===== config.mk =====
export PLATFORM = sky130hd
export DESIGN_NAME = tbt_transceiver
export DESIGN_NICKNAME = d
export VERILOG_FILES = /design/src/core/tbt_pkg.sv /design/src/core/tbt_transceiver.sv
export SDC_FILE = /design/constraint.sdc
export NUM_CORES = 1
export LEC_CHECK = 0
export ABC_AREA = 1
export BUFFER_PORTS_ARGS = -buffer_cell sky130_fd_sc_hd__buf_2
export CELL_PAD_IN_SITES_DETAIL_PLACEMENT = 2
export CELL_PAD_IN_SITES_GLOBAL_PLACEMENT = 2
export CORE_UTILIZATION = 32
export CTS_CLUSTER_SIZE = 14
export DETAILED_ROUTE_END_ITERATION = 6
export GPL_ROUTABILITY_DRIVEN = 0
export PLACE_DENSITY = 0.8
export SYNTH_ARGS = -nofsm -noshare
export SYNTH_HDL_FRONTEND = slang
export SYNTH_SLANG_ARGS = --single-unit

===== constraint.sdc =====
create_clock -name clk_i -period 2.1 [get_ports clk_i]
set_input_delay 0.525 -clock clk_i [delete_from_list [all_inputs] [get_ports clk_i]]
set_output_delay 0.525 -clock clk_i [all_outputs]
set_load 0.05 [all_outputs]

===== src/core/tbt_pkg.sv =====
// Constants and carrier types for the 10 Mb/s twisted-pair transceiver core.
// Assumes a single 20 MHz system clock and a classic Wishbone register bus.
package tbt_pkg;

    // System clock
    localparam int unsigned CLK_HZ  = 20_000_000;
    localparam int unsigned CLK_KHZ = CLK_HZ / 1000;

    // Times in their own units
    localparam int unsigned BIT_NS        = 100;
    localparam int unsigned SQ_WIN_NS     = 150;
    localparam int unsigned LP_WIDTH_NS   = 100;
    localparam int unsigned SQE_DELAY_NS  = 1000;
    localparam int unsigned SQE_BITS      = 10;
    localparam int unsigned RX_HOLD_BITS  = 5;
    localparam int unsigned LP_PERIOD_MS  = 16;
    localparam int unsigned JABBER_MS     = 85;
    localparam int unsigned UNJAB_MS      = 500;
    localparam int unsigned LINK_LOSS_MS  = 100;
    localparam int unsigned POL_COUNT     = 3;

    // Cycle counts; shortest times round down
    localparam int unsigned BIT_CYC       = BIT_NS * CLK_KHZ / 1_000_000;
    localparam int unsigned SQ_WIN_CYC    = SQ_WIN_NS * CLK_KHZ / 1_000_000;
    localparam int unsigned LP_WIDTH_CYC  = LP_WIDTH_NS * CLK_KHZ / 1_000_000;
    localparam int unsigned SQE_DELAY_CYC = SQE_DELAY_NS * CLK_KHZ / 1_000_000;
    localparam int unsigned SQE_LEN_CYC   = SQE_BITS * BIT_CYC;
    localparam int unsigned RX_HOLD_CYC   = RX_HOLD_BITS * BIT_CYC;
    localparam int unsigned LP_PERIOD_CYC = LP_PERIOD_MS * CLK_KHZ;
    localparam int unsigned JABBER_CYC    = JABBER_MS * CLK_KHZ;
    localparam int unsigned UNJAB_CYC     = UNJAB_MS * CLK_KHZ;
    localparam int unsigned LINK_LOSS_CYC = LINK_LOSS_MS * CLK_KHZ;

    // Timer and bus widths
    localparam int unsigned TMR_W  = 24;
    localparam int unsigned ADDR_W = 4;

    // Register map
    localparam logic [ADDR_W-1:0] REG_CTRL_STAT_OFF = 4'h0;
    localparam int unsigned FD_BIT         = 0;
    localparam int unsigned SQE_DIS_BIT    = 1;
    localparam int unsigned FORCE_LINK_BIT = 2;
    localparam int unsigned POL_BIT        = 4;
    localparam int unsigned LINK_BIT       = 5;
    localparam int unsigned JAB_BIT        = 6;
    localparam logic [2:0]  CTRL_RESET     = 3'h0;

    typedef struct packed {
        logic force_link;
        logic sqe_disable_bit;
        logic full_duplex;
    } tbt_ctrl_type;

    typedef struct packed {
        logic drive;
        logic level;
        logic emph;
    } tbt_tx_type;

    typedef struct packed {
        logic pos;
        logic neg;
    } tbt_rx_type;

    typedef enum logic [1:0] {
        SQ_IDLE,
        SQ_FIRST,
        SQ_OPP,
        SQ_VALID
    } tbt_sq_state_type;

endpackage


===== src/core/tbt_transceiver.sv =====
// 10 Mb/s twisted-pair transceiver logic: Manchester encoder, squelch,
// carrier, collision and heartbeat, link pulses, jabber, polarity fix.
// Assumes comparator outputs and MII inputs synchronous to clk_i.
// Contract
// (RQ1) Half duplex: tx and rx together give collision
// (RQ2) Full duplex: no collision from both directions
// (RQ3) Jabber is also reported as collision
// (RQ4) Collision held while it lasts, raised at once
// (RQ5) Heartbeat pulse 10 bits, 1 us after frame
// (RQ6) Heartbeat off in full duplex or disabled
// (RQ7) Half duplex: carrier on transmit or receive
// (RQ8) Full duplex: carrier on receive only
// (RQ9) Packet ends after over 150 ns quiet
// (RQ10) Squelch needs three alternating crossings, 150 ns apart
// (RQ11) Idle link pulse 100 ns every 16 ms
// (RQ12) Lost link disables tx, rx, collision; jabber and heartbeat still raise col_o with link down
// (RQ13) Force-link bit keeps link good
// (RQ14) Jabber cuts transmitter after 85 ms active
// (RQ15) Unjab after enable low for 500 ms
// (RQ16) Jabber supervision only in 10 Mb/s mode
// (RQ17) Three inverted pulses latch reversed polarity
// (RQ18) Reversed polarity inverts received signal internally
// (RQ19) Enable high: NRZ to pre-emphasised Manchester
// (RQ20) MAC data valid at transmit clock rise
// (RQ21) Frame ends with a final positive transition
// (RQ22) Lower squelch thresholds once data is valid
// (RQ23) Receive clock runs five bits after carrier
// (RQ24) 10 Mb/s serial, 2.5 MHz nibble clock
//
// Register access over Wishbone and the placing of the registers are this design's own decisions.
`timescale 1ns/10ps
module tbt_transceiver #(
    parameter int unsigned LP_PERIOD_CYC = tbt_pkg::LP_PERIOD_CYC,
    parameter int unsigned JABBER_CYC    = tbt_pkg::JABBER_CYC,
    parameter int unsigned UNJAB_CYC     = tbt_pkg::UNJAB_CYC,
    parameter int unsigned LINK_LOSS_CYC = tbt_pkg::LINK_LOSS_CYC
) (
    input  wire logic                   clk_i,
    input  wire logic                   rst_i,
    input  wire logic                   wb_cyc_i,
    input  wire logic                   wb_stb_i,
    input  wire logic                   wb_we_i,
    input  wire logic [3:0]             wb_adr_i,
    input  wire logic [3:0]             wb_sel_i,
    input  wire logic [31:0]            wb_dat_i,
    output var  logic [31:0]            wb_dat_o,
    output var  logic                   wb_ack_o,
    output var  logic                   tx_clk_o,
    input  wire logic                   tx_en_i,
    input  wire logic [3:0]             txd_i,
    output var  logic                   crs_o,
    output var  logic                   col_o,
    output var  logic                   rx_clk_o,
    output var  logic                   rx_data_o,
    output var  logic                   rx_low_squelch_o,
    input  wire tbt_pkg::tbt_rx_type    tp_rx_i,
    output var  tbt_pkg::tbt_tx_type    tp_tx_o
);

    localparam int unsigned TW = tbt_pkg::TMR_W;
    localparam logic [TW-1:0] LP_LAST   = TW'(LP_PERIOD_CYC - 1);
    localparam logic [TW-1:0] JAB_LAST  = TW'(JABBER_CYC - 1);
    localparam logic [TW-1:0] UNJ_LAST  = TW'(UNJAB_CYC - 1);
    localparam logic [TW-1:0] LOSS_LAST = TW'(LINK_LOSS_CYC - 1);
    localparam logic [1:0] SQ_LAST  = 2'(tbt_pkg::SQ_WIN_CYC);
    localparam logic [1:0] LPW_LAST = 2'(tbt_pkg::LP_WIDTH_CYC - 1);
    localparam logic [1:0] POL_LAST = 2'(tbt_pkg::POL_COUNT - 1);
    localparam logic [5:0] SQE_ON   = 6'(tbt_pkg::SQE_DELAY_CYC);
    localparam logic [5:0] SQE_OFF  =
        6'(tbt_pkg::SQE_DELAY_CYC + tbt_pkg::SQE_LEN_CYC);
    localparam logic [3:0] RXH_LAST = 4'(tbt_pkg::RX_HOLD_CYC);

    // Squelch window elapsed
    function automatic logic sq_expired(input logic [1:0] t);
        sq_expired = (t == SQ_LAST);
    endfunction

    tbt_pkg::tbt_ctrl_type      ctrl;
    tbt_pkg::tbt_sq_state_type  sq;
    logic [31:0]   stat_word;
    logic          bus_req;
    logic          hit;
    logic          wr_now;
    logic          pol_rev;
    logic          pol_set;
    logic [1:0]    inv_cnt;
    logic          link_ok;
    logic          link_good;
    logic [TW-1:0] loss_t;
    logic          jabbered;
    logic [TW-1:0] jab_t;
    logic [2:0]    div;
    logic [2:0]    next_div;
    logic          sample;
    logic          tx_req;
    logic          tx_on;
    logic          tx_act;
    logic          tail;
    logic [3:0]    nib;
    logic [TW-1:0] lp_t;
    logic          lp_on;
    logic [1:0]    lp_w;
    logic          next_level;
    logic          pos_c;
    logic          neg_c;
    logic          pos_d;
    logic          neg_d;
    logic          norm_pulse;
    logic          inv_pulse;
    logic [1:0]    sq_t;
    logic          rx_act;
    logic [3:0]    rx_hold;
    logic          tx_was;
    logic [5:0]    sqe_t;
    logic          sqe_pulse;
    logic          col_now;

    // Wishbone slave: ack one cycle after request, dropped the next
    assign bus_req = wb_cyc_i & wb_stb_i;
    assign hit     = (wb_adr_i == tbt_pkg::REG_CTRL_STAT_OFF);
    assign wr_now  = bus_req & wb_ack_o & wb_we_i & hit & wb_sel_i[0];

    always_comb begin
        stat_word = '0;
        stat_word[tbt_pkg::FD_BIT]         = ctrl.full_duplex;
        stat_word[tbt_pkg::SQE_DIS_BIT]    = ctrl.sqe_disable_bit;
        stat_word[tbt_pkg::FORCE_LINK_BIT] = ctrl.force_link;
        stat_word[tbt_pkg::POL_BIT]        = pol_rev;
        stat_word[tbt_pkg::LINK_BIT]       = link_good;
        stat_word[tbt_pkg::JAB_BIT]        = jabbered;
    end

    always_ff @(posedge clk_i) begin
        if (rst_i) begin
            wb_ack_o <= 1'b0;
            wb_dat_o <= '0;
        end else begin
            wb_ack_o <= bus_req & ~wb_ack_o;
            if (bus_req & ~wb_ack_o) begin
                wb_dat_o <= hit ? stat_word : '0;
            end
        end
    end

    always_ff @(posedge clk_i) begin
        if (rst_i) begin
            ctrl <= tbt_pkg::CTRL_RESET;
        end else if (wr_now) begin
            ctrl.full_duplex     <= wb_dat_i[tbt_pkg::FD_BIT];
            ctrl.sqe_disable_bit <= wb_dat_i[tbt_pkg::SQE_DIS_BIT];
            ctrl.force_link      <= wb_dat_i[tbt_pkg::FORCE_LINK_BIT];
        end
    end

    // Polarity: raw pulse edges while the squelch is idle
    assign norm_pulse = tp_rx_i.pos & ~pos_d & (sq == tbt_pkg::SQ_IDLE);
    assign inv_pulse  = tp_rx_i.neg & ~neg_d & ~tp_rx_i.pos
                        & (sq == tbt_pkg::SQ_IDLE);
    assign pol_set    = inv_pulse & (inv_cnt == POL_LAST);

    always_ff @(posedge clk_i) begin
        if (rst_i) begin
            pos_d   <= 1'b0;
            neg_d   <= 1'b0;
            inv_cnt <= 2'h0;
        end else begin
            pos_d <= tp_rx_i.pos;
            neg_d <= tp_rx_i.neg;
            if (norm_pulse | pol_set) begin
                inv_cnt <= 2'h0;
            end else if (inv_pulse) begin
                inv_cnt <= inv_cnt + 2'h1; // see (RQ17)
            end
        end
    end

    // Sticky; a new detection beats a write-one clear
    always_ff @(posedge clk_i) begin
        if (rst_i) begin
            pol_rev <= 1'b0;
        end else if (pol_set) begin
            pol_rev <= 1'b1; // see (RQ17)
        end else if (wr_now & wb_dat_i[tbt_pkg::POL_BIT]) begin
            pol_rev <= 1'b0;
        end
    end

    assign pos_c = pol_rev ? tp_rx_i.neg : tp_rx_i.pos; // see (RQ18)
    assign neg_c = pol_rev ? tp_rx_i.pos : tp_rx_i.neg; // see (RQ18)

    // Link integrity
    assign link_good = link_ok | ctrl.force_link; // see (RQ13)

    always_ff @(posedge clk_i) begin
        if (rst_i) begin
            link_ok <= 1'b0;
            loss_t  <= '0;
        end else if (norm_pulse | inv_pulse | (sq == tbt_pkg::SQ_VALID)) begin
            link_ok <= 1'b1;
            loss_t  <= '0;
        end else if (loss_t == LOSS_LAST) begin
            link_ok <= 1'b0; // see (RQ12)
        end else begin
            loss_t <= loss_t + TW'(1);
        end
    end

    // Smart squelch
    always_ff @(posedge clk_i) begin
        if (rst_i) begin
            sq   <= tbt_pkg::SQ_IDLE;
            sq_t <= 2'h0;
        end else begin
            unique case (sq)
                tbt_pkg::SQ_IDLE: begin
                    sq_t <= 2'h0;
                    if (pos_c) begin
                        sq <= tbt_pkg::SQ_FIRST;
                    end
                end
                tbt_pkg::SQ_FIRST: begin
                    if (neg_c) begin
                        sq   <= tbt_pkg::SQ_OPP; // see (RQ10)
                        sq_t <= 2'h0;
                    end else if (sq_expired(sq_t)) begin
                        sq <= tbt_pkg::SQ_IDLE;
                    end else begin
                        sq_t <= sq_t + 2'h1;
                    end
                end
                tbt_pkg::SQ_OPP: begin
                    if (pos_c) begin
                        sq   <= tbt_pkg::SQ_VALID; // see (RQ10)
                        sq_t <= 2'h0;
                    end else if (sq_expired(sq_t)) begin
                        sq <= tbt_pkg::SQ_IDLE;
                    end else begin
                        sq_t <= sq_t + 2'h1;
                    end
                end
                tbt_pkg::SQ_VALID: begin
                    if (pos_c | neg_c) begin
                        sq_t <= 2'h0;
                    end else if (sq_expired(sq_t)) begin
                        sq <= tbt_pkg::SQ_IDLE; // see (RQ9)
                    end else begin
                        sq_t <= sq_t + 2'h1;
                    end
                end
            endcase
        end
    end

    assign rx_act = (sq == tbt_pkg::SQ_VALID) & link_good; // see (RQ12)

    // Receive clock keeps running after carrier drops
    always_ff @(posedge clk_i) begin
        if (rst_i) begin
            rx_hold          <= 4'h0;
            rx_clk_o         <= 1'b0;
            rx_data_o        <= 1'b0;
            rx_low_squelch_o <= 1'b0;
        end else begin
            rx_hold <= rx_act ? RXH_LAST
                     : (rx_hold != 4'h0) ? rx_hold - 4'h1 : 4'h0; // see (RQ23)
            rx_clk_o  <= (rx_act | (rx_hold != 4'h0)) & ~rx_clk_o;
            rx_data_o <= pos_c & rx_act;
            rx_low_squelch_o <= (sq == tbt_pkg::SQ_VALID); // see (RQ22)
        end
    end

    // Nibble clock: 8 cycles per nibble, 2 per bit
    assign next_div = div + 3'h1;
    assign sample   = (div == 3'h7); // tx_clk_o rises at this edge

    always_ff @(posedge clk_i) begin
        if (rst_i) begin
            div      <= 3'h0;
            tx_clk_o <= 1'b0;
        end else begin
            div      <= next_div;
            tx_clk_o <= ~next_div[2]; // see (RQ24)
        end
    end

    // Jabber applies always: this core is the 10 Mb/s path only
    assign tx_act = tx_on & link_good & ~jabbered; // see (RQ12) (RQ16)

    always_ff @(posedge clk_i) begin
        if (rst_i) begin
            tx_req <= 1'b0;
            tx_on  <= 1'b0;
            tail   <= 1'b0;
            nib    <= 4'h0;
        end else if (sample) begin
            tx_req <= tx_en_i; // see (RQ20)
            tx_on  <= tx_en_i & link_good & ~jabbered; // see (RQ19)
            nib    <= txd_i;
            tail   <= tx_act & ~(tx_en_i & link_good & ~jabbered)
                      & ~nib[3]; // see (RQ21)
        end else begin
            tail <= 1'b0;
        end
    end

    always_ff @(posedge clk_i) begin
        if (rst_i) begin
            jabbered <= 1'b0;
            jab_t    <= '0;
        end else if (!jabbered) begin
            if (!tx_req) begin
                jab_t <= '0;
            end else if (jab_t == JAB_LAST) begin
                jabbered <= 1'b1; // see (RQ14)
                jab_t    <= '0;
            end else begin
                jab_t <= jab_t + TW'(1);
            end
        end else if (tx_req) begin
            jab_t <= '0; // see (RQ15)
        end else if (jab_t == UNJ_LAST) begin
            jabbered <= 1'b0; // see (RQ15)
            jab_t    <= '0;
        end else begin
            jab_t <= jab_t + TW'(1);
        end
    end

    // Link pulse timer runs only while the line is idle
    always_ff @(posedge clk_i) begin
        if (rst_i) begin
            lp_t  <= '0;
            lp_on <= 1'b0;
            lp_w  <= 2'h0;
        end else if (tx_act | tail) begin
            lp_t  <= '0;
            lp_on <= 1'b0;
        end else if (lp_on) begin
            lp_on <= (lp_w != LPW_LAST); // see (RQ11)
            lp_w  <= lp_w + 2'h1;
        end else if (lp_t == LP_LAST) begin
            lp_t  <= '0;
            lp_on <= 1'b1; // see (RQ11)
            lp_w  <= 2'h0;
        end else begin
            lp_t <= lp_t + TW'(1);
        end
    end

    // Manchester: first half inverted bit, second half the bit, LSB first
    assign next_level = tx_act ? (nib[div[2:1]] ^ ~div[0]) : 1'b1;

    always_ff @(posedge clk_i) begin
        if (rst_i) begin
            tp_tx_o <= '0;
        end else begin
            tp_tx_o.drive <= tx_act | tail | lp_on;
            tp_tx_o.level <= next_level; // see (RQ19) (RQ21)
            // Emphasise the first half-cell after each transition
            tp_tx_o.emph  <= tx_act & (next_level != tp_tx_o.level);
        end
    end

    // Heartbeat timer from the end of each transmitted frame
    always_ff @(posedge clk_i) begin
        if (rst_i) begin
            tx_was <= 1'b0;
            sqe_t  <= SQE_OFF;
        end else begin
            tx_was <= tx_act;
            if (tx_was & ~tx_act) begin
                sqe_t <= 6'h0;
            end else if (sqe_t != SQE_OFF) begin
                sqe_t <= sqe_t + 6'h1;
            end
        end
    end

    assign sqe_pulse = (sqe_t >= SQE_ON) & (sqe_t < SQE_OFF)
                       & ~ctrl.full_duplex & ~ctrl.sqe_disable_bit; // see (RQ5) (RQ6)
    assign col_now   = (~ctrl.full_duplex & tx_act & rx_act) // see (RQ1) (RQ2)
                       | (jabbered & tx_req); // see (RQ3)

    always_ff @(posedge clk_i) begin
        if (rst_i) begin
            col_o <= 1'b0;
            crs_o <= 1'b0;
        end else begin
            col_o <= col_now | sqe_pulse; // see (RQ4)
            crs_o <= rx_act | (~ctrl.full_duplex & tx_act); // see (RQ7) (RQ8)
        end
    end

    col_half_a: assert property (@(posedge clk_i) disable iff (rst_i) // see (RQ1)
        (!ctrl.full_duplex && tx_act && rx_act) |=> col_o)
        else $error("half duplex overlap without collision");

    col_full_a: assert property (@(posedge clk_i) disable iff (rst_i) // see (RQ2)
        (ctrl.full_duplex && !(jabbered && tx_req)) |=> !col_o)
        else $error("collision raised in full duplex");

    col_jab_a: assert property (@(posedge clk_i) disable iff (rst_i) // see (RQ3)
        (jabbered && tx_req) |=> col_o)
        else $error("jabber not reported as collision");

    crs_half_a: assert property (@(posedge clk_i) disable iff (rst_i) // see (RQ7)
        (!ctrl.full_duplex && tx_act) |=> crs_o)
        else $error("carrier missing during half duplex transmit");

    crs_full_a: assert property (@(posedge clk_i) disable iff (rst_i) // see (RQ8)
        (ctrl.full_duplex && !rx_act) |=> !crs_o)
        else $error("carrier from own transmit in full duplex");

    sq_end_a: assert property (@(posedge clk_i) disable iff (rst_i) // see (RQ9)
        (sq == tbt_pkg::SQ_VALID && !pos_c && !neg_c)[*4]
        |=> sq == tbt_pkg::SQ_IDLE)
        else $error("end of packet not taken after quiet gap");

    sq_valid_a: assert property (@(posedge clk_i) disable iff (rst_i) // see (RQ10)
        (sq == tbt_pkg::SQ_VALID && $past(sq) != tbt_pkg::SQ_VALID)
        |-> ($past(sq) == tbt_pkg::SQ_OPP && $past(pos_c)))
        else $error("valid data without full squelch sequence");

    lp_width_a: assert property (@(posedge clk_i) disable iff (rst_i) // see (RQ11)
        ($rose(lp_on) && !tx_act && !tail) |-> lp_on[*2] ##1 !lp_on)
        else $error("link pulse not two cycles wide");

    link_off_a: assert property (@(posedge clk_i) disable iff (rst_i) // see (RQ12)
        !link_good |-> (!tx_act && !rx_act))
        else $error("traffic active with link down");

    jab_cut_a: assert property (@(posedge clk_i) disable iff (rst_i) // see (RQ14)
        (!jabbered && tx_req && jab_t == JAB_LAST) |=> (jabbered && !tx_act))
        else $error("jabber did not cut the transmitter");

    pol_fix_a: assert property (@(posedge clk_i) disable iff (rst_i) // see (RQ18)
        $rose(pol_rev) |-> (pos_c == tp_rx_i.neg && $past(inv_pulse)))
        else $error("polarity not corrected after detection");

    tx_end_a: assert property (@(posedge clk_i) disable iff (rst_i) // see (RQ21)
        tail |=> (tp_tx_o.drive && tp_tx_o.level))
        else $error("frame end without final high level");

endmodule


==> results.toml, run 1 <==
[global_route]
antenna_found_initial = 0
grtUsageTotal = 0.206
grt_pass1_vias = 6531
grt_pass1_wl_um = 32500
grt-ovfl-total = 0
grt_max_degree = 27

[cells_and_area]
num-nets-final = 1045
diodes = 0
fin_cells = 1260
seqCellArea_um2 = 2520
synthToLayoutAreaGrowth_pct = 15.9
multiInputGateArea_um2 = 3270
stdcell_area_um2 = 7420
fill_cells = 2390
layout-drive-gt1-share = 0.118

[placed_design]
port_buffers = 36
hpwlAfterDp_um = 14500
placed_cells = 1230
placed_area_um2 = 6850

[clocking]
cts.sinks = 126
cts_tree = "built"
cts_made_buffers = 17
cts-root-buf = "clkbuf_16"
h-tree-depth = 4
cts.clk_slew.worst_paths_ns = 0.05
clock_latency_ns = 0.43
ctsHoldBuffers = 0
postCtsSetupRepairBufs = 0
cts_buffer_depth = 2
cts_resized = 0

[critical_path]
rr_worst_depth = 10
reg2reg_to = "jab_t[14]"
reg2reg_slack_ns = 0.23
cp-start-kind = "flop"
startpoint = "jab_t[0]"
worst-setup-path-type = "reg -> reg"
reg2reg_from = "jab_t[0]"
worstPathArrival_ns = 2.22
worst_setup_path_end_kind = "flop"
crit_required_ns = 2.45
cp_max_fo = 5

[sta]
min_period_ns = 1.87
report.final.slew_viol_count = 0
fmax_mhz = 535
tns_ns = 0
hold_viol = 0
rsz0062_at_grt = "no"
setup_viol_count_final = 0
fin_skew_ns = 0.00825
finalCritPeriodShare = 0.890

[min_path]
worstHoldEndpoint = "nib[2]"
hold_path_depth = 3
holdCritPathClass = "in -> reg"
min_from = "txd_i[2]"

[route]
route.detailed.drc = 0
drtIter0Drc = 193
routed_wl_um = 19600
vias = 6023
post_drt_wl_per_cell_um = 15.5
drt-vias-per-instance = 4.78
drt-pass1-iter-count = 4
antenna_left = 0

[yosys]
synth_cells = 925
yosysWarnings = 0
synth.avg_cell_area_um2 = 6.92
synth_seq_cells = 126
syn_area_um2 = 6400
synth_cell_types = 44
synth-seq-area-share = 0.394

[floorplan]
coreArea_um2 = 19500
die_w_um = 143
start_util = 0.328
die_h_um = 143
num_rows = 51
dieArea_um2 = 20600
ios = 94

[power]
p_per_area_nw_per_um2 = 817
ir_drop_mv = 0.528
p_leak_nw = 2.99

[status]
outcome = "complete, no violations"

[run]
cap_violations = 0
## worst max-delay path by stage
| stage | endpoint | slack [ns] | cells after the start |
|---|---|---|---|
| after floorplan | jab_t[10] | 0.48 | 11 |
| after global placement | jab_t[19] | 0.31 | 10 |
| after detailed placement | jab_t[17] | 0.24 | 10 |
| after CTS | jab_t[14] | 0.17 | 10 |
| after global routing | jab_t[14] | 0.03 | 10 |
| final | jab_t[14] | 0.23 | 10 |
## placed cells by master, fill, tap and decap left out, types with 2 or more instances in the layout
master     synthesis  layout
xnor2_1           10      10
buf_4             26      13
inv_2              2       2
nor4_1             3       3
conb_1             1      26
inv_1            118     118
clkinv_2           0       4
a21o_1             2       2
xor2_1            22      22
a21oi_1           46      46
a211oi_1           2       2
nand3_1           56      56
nor3b_1            2       2
ha_1               9       9
or2_2              6       6
nand3_2            2       2
a31oi_1            2       2
nand3b_1           3       3
nor3_2             2       2
a22oi_1            5       5
nand2_1          187     187
bufinv_16          0       2
o21ai_0           32      32
nor2_4             3       3
and3_1             2       2
buf_2              2      36
nor3_1            33      33
dfxtp_1          126     126
nand2_4            2       2
nand2_2            5       5
nor2_2            15      15
nor2_1           166     166
nand4_1           17      17
clkbuf_8           0       3
clkbuf_1           3       3
clkbuf_16          0      17
o31ai_1            2       2
## cell usage after synthesis, drive strengths merged
library cell    n  area, µm²
ha              9        113
o31ai           2       15.0
nor3b           2       15.0
inv           120        450
a31oi           2       12.5
a41oi           1       8.76
clkbuf          3       11.3
nand3b          3       22.5
nor4            3       18.8
a21o            2       15.0
nor2          184        751
or2             6       37.5
o21ai          34        174
xnor2          10       87.6
dfxtp         126       2520
o21bai          1       7.51
a22oi           5       37.5
nand2         195        776
conb            1       3.75
a21oi          46        230
nand3          58        300
nor3           36        201
xor2           22        193
a211oi          2       15.0
nand4          18        119
o221ai          1       8.76
and3            2       12.5
buf            31        240
## kinds of logic (layout without fill, tap and decap cells)
logic type,after synthesis,after routing,synth area share
flops,126,126,0.394
simple gates,507,507,0.352
fa+ha+maj,9,9,0.0176
other cells,1,26,0.000586
xor+xnor,32,32,0.0438
compound gates,96,96,0.0819
buf+inv,154,199,0.110
## report_power, final
part | switching, mW | total [mW] | internal, mW
sequential | 0.0777 | 2.56 | 2.48
clock | 1.10 | 2.91 | 1.82
combinational | 0.431 | 0.587 | 0.156
## flip-flops by register name, summed over array words and instances (netlist names), 2 cells and up
signal    cells
jab_t        24
loss_t       24
lp_t         24
sqe_t         6
wb_dat_o      6
nib           4
rx_hold       4
ctrl          3
div           3
tp_tx_o       3
inv_cnt       2
lp_w          2
sq            2
sq_t          2
## worst max-delay path, cell delays in order, from the launching register on
cell     delay, ns
dfxtp_1       0.40
ha_1          0.27
nand2_2       0.11
nor2_4        0.20
nand2_1       0.13
nor2_1        0.17
buf_4         0.16
a21oi_1       0.06
nor2_1        0.11
nand2_1       0.08
nor2_1        0.11
## per-stage QoR
| step | setup WS, ns | power (mW) | utilization | hold WS, ns |
|---|---|---|---|---|
| 2_1_floorplan | 0.482 | 3.07 | - | 0.411 |
| 4_1_cts | 0.174 | 6.14 | 0.380 | 0.308 |
| 6_report | 0.232 | 6.06 | 0.380 | 0.326 |
| 3_5_place_dp | 0.241 | 3.19 | 0.351 | 0.441 |
| 3_3_place_gp | 0.314 | 3.16 | 0.351 | 0.437 |
| 5_1_grt | 0.0288 | 6.29 | 0.380 | 0.323 |
## final cells by class
| cell class | instances | area share |
|---|---|---|
| Sequential cell | 126 | 0.340 |
| Clock inverter | 7 | 0.0118 |
| Inverter | 120 | 0.0607 |
| Timing Repair Buffer | 49 | 0.0375 |
| Multi-Input combinational cell | 670 | 0.441 |
| Clock buffer | 23 | 0.0645 |
| Tap cell | 265 | 0.0447 |
## layer usage
metal	global-route usage	part of all wire	vias to the layer above	routed length [µm]
li1	-	-	3011	-
met1	0.238	0.45	2927	8860
met2	0.373	0.51	64	9920
met3	0.0427	0.023	21	453
met4	0.0711	0.016	0	320
met5	0	0	-	0
Note: power is estimated with default switching activity, not from simulation.
==> inputs of run 2 (changes only) <==
--- a/config.mk
+++ b/config.mk
@@ -13,6 +13,7 @@
 export CTS_CLUSTER_SIZE = 14
 export DETAILED_ROUTE_END_ITERATION = 6
 export GPL_ROUTABILITY_DRIVEN = 0
+export GPL_TIMING_DRIVEN = 0
 export PLACE_DENSITY = 0.8
 export SYNTH_ARGS = -nofsm -noshare
 export SYNTH_HDL_FRONTEND = slang
==> results.toml, run 2 (synthesized netlist as in run 1, its figures left out) <==
[cells_and_area]
reg.largest.list = "jab_t: 24 flops, loss_t: 24 flops, lp_t: 24 flops"
num-nets-final = 1065
multiInputGateArea_um2 = 3280
synthToLayoutAreaGrowth_pct = 19.5
seqCellArea_um2 = 2520
final_cell_mix = "nand2_1, nor2_1, dfxtp_1"
stdcell_area_um2 = 7650
layout-drive-gt1-share = 0.135
diodes = 0
fill_cells = 2400
mostFrequentLayoutCell = "nand2_1"
fin_cells = 1281

[sta]
max_slew_margin = 0.424
report.final.slew_viol_count = 0
min_period_ns = 1.94
fmax_mhz = 514
hold_viol = 0
tightest_slew_ns = 0.857
finalCritPeriodShare = 0.926
fin_skew_ns = 0.0101
setup_viol_count_final = 0
rsz0062_at_grt = "no"

[critical_path]
rr_worst_depth = 11
setup.worst_path.end = "jab_t[12]"
crit_family = "simple AND/OR/NAND/NOR gates"
path_buf_inv = 1
worst-setup-path-type = "reg -> reg"
crit_required_ns = 2.42
cpPeakStageDelay_ns = 0.41
startpoint = "jab_t[0]"
critical_path_depth = 11
worst_setup_path_end_kind = "flop"
reg2reg_slack_ns = 0.16
reg2reg_from = "jab_t[0]"
slowest_stage = "dfxtp_1"
cp_max_fo = 10
reg2reg_to = "jab_t[12]"
cp-start-kind = "flop"
crit_top_cell = "nand2_2"
path_cells = "ha_1 -> nand2_2 -> nor2_4 -> nand2_2 -> nor2_1 -> nand3b_1 -> nand2_2 -> nand2_4 -> nand2_8 -> buf_12 -> nor2_2"
worstPathArrival_ns = 2.26

[global_route]
grt_use_met3 = 0.0397
grt_pass1_wl_um = 32900
gr-usage-met1 = 0.248
busiest_layer = "met2"
antenna_found_initial = 0
grtUsageTotal = 0.209
grt_max_degree = 17
grtUsageMet2 = 0.377
grt-ovfl-total = 0
grt_pass1_vias = 6571

[route]
drt-pass1-iter-count = 4
vias = 6118
antenna_left = 0
route.detailed.drc = 0
post_drt_wl_per_cell_um = 15.7
drtIter0Drc = 205
drt-vias-per-instance = 4.78
routed_wl_um = 20100

[floorplan]
coreArea_um2 = 19500
start_util = 0.328
die_w_um = 143
die_h_um = 143
dieArea_um2 = 20600
num_rows = 51
ios = 94

[power]
p_leak_nw = 3.13
ir_drop_mv = 0.543
p_per_area_nw_per_um2 = 838

[clocking]
cts_buffer_depth = 2
cts_tree = "built"
postCtsSetupRepairBufs = 0
cts.clk_slew.worst_paths_ns = 0.06
h-tree-depth = 4
clock_latency_ns = 0.42
cts_made_buffers = 17
cts.sinks = 126
cts-root-buf = "clkbuf_16"

[status]
outcome = "complete, no violations"

[placed_design]
placed_cells = 1250
hpwlAfterDp_um = 15000
port_buffers = 35
placed_area_um2 = 7000

[min_path]
holdCritPathClass = "in -> reg"
hold_path_depth = 3

[run]
cap_violations = 0
## run 2: cell count changes in the layout (fill, tap and decap cells not counted)
cell / previous run / this run
buf_12: 0 / 1
buf_4: 13 / 26
nor2_1: 166 / 165
buf_1: 0 / 1
buf_6: 0 / 1
bufinv_16: 2 / 4
clkinv_4: 0 / 2
buf_2: 36 / 37
clkinv_2: 4 / 2
clkbuf_8: 3 / 4
inv_6: 0 / 1
clkinvlp_4: 1 / 0
clkbuf_1: 3 / 4
nor2_4: 3 / 4
## run 2: cell type report
class,instances,share of cell area
Buffer,34,0.0329
Multi-Input combinational cell,670,0.428
Clock buffer,22,0.0633
Inverter,120,0.0589
Clock inverter,9,0.0205
Timing Repair Buffer,35,0.0229
Tap cell,265,0.0434
Sequential cell,126,0.330
## run 2: worst min path at each step
stage,slack (ns),start,to
floorplan,0.41,rx_hold[0],rx_hold[0]
global placement,0.40,rx_clk_o,rx_clk_o
detailed placement,0.40,rx_clk_o,rx_clk_o
CTS,0.31,txd_i[2],nib[2]
global route,0.32,txd_i[2],nib[2]
finish,0.33,txd_i[1],nib[1]
## run 2: report_power, final
group / internal (mW) / switching, mW / total, mW
registers: 2.48 / 0.0698 / 2.55
clock network: 2.11 / 1.12 / 3.23
logic: 0.190 / 0.440 / 0.630
total: 4.78 / 1.63 / 6.41
## run 2: through the flow
step / util / worst slack (ns) / hold slack, ns / power [mW] / setup TNS [ns]
after global routing: 0.392 / 0.0259 / 0.316 / 6.69 / 0
final: 0.392 / 0.155 / 0.326 / 6.41 / 0
after CTS: 0.391 / 0.101 / 0.311 / 6.50 / 0
after detailed placement: 0.358 / -0.0192 / 0.400 / 3.22 / -0.0192
after floorplan: - / 0.482 / 0.411 / 3.07 / 0
after global placement: 0.358 / 0.0202 / 0.404 / 3.20 / 0
## run 2: timing repair
action	in CTS	in global routing
endpoints found under the setup margin	0	4
resized for setup	0	2
hold buffers	0	0
## run 2: per-layer routing
layer,up-vias,routed length [µm]
li1,3049,-
met1,2983,9130
met2,61,10200
met3,25,449
met4,0,286
met5,-,0
## run 2: worst reg2reg max path, cell delays in order, from the launching register on
cell and delay [ns]:
dfxtp_1 0.41, ha_1 0.29, nand2_2 0.11, nor2_4 0.20, nand2_2 0.07, nor2_1 0.14
nand3b_1 0.11, nand2_2 0.10, nand2_4 0.10, nand2_8 0.11, buf_12 0.15, nor2_2 0.04
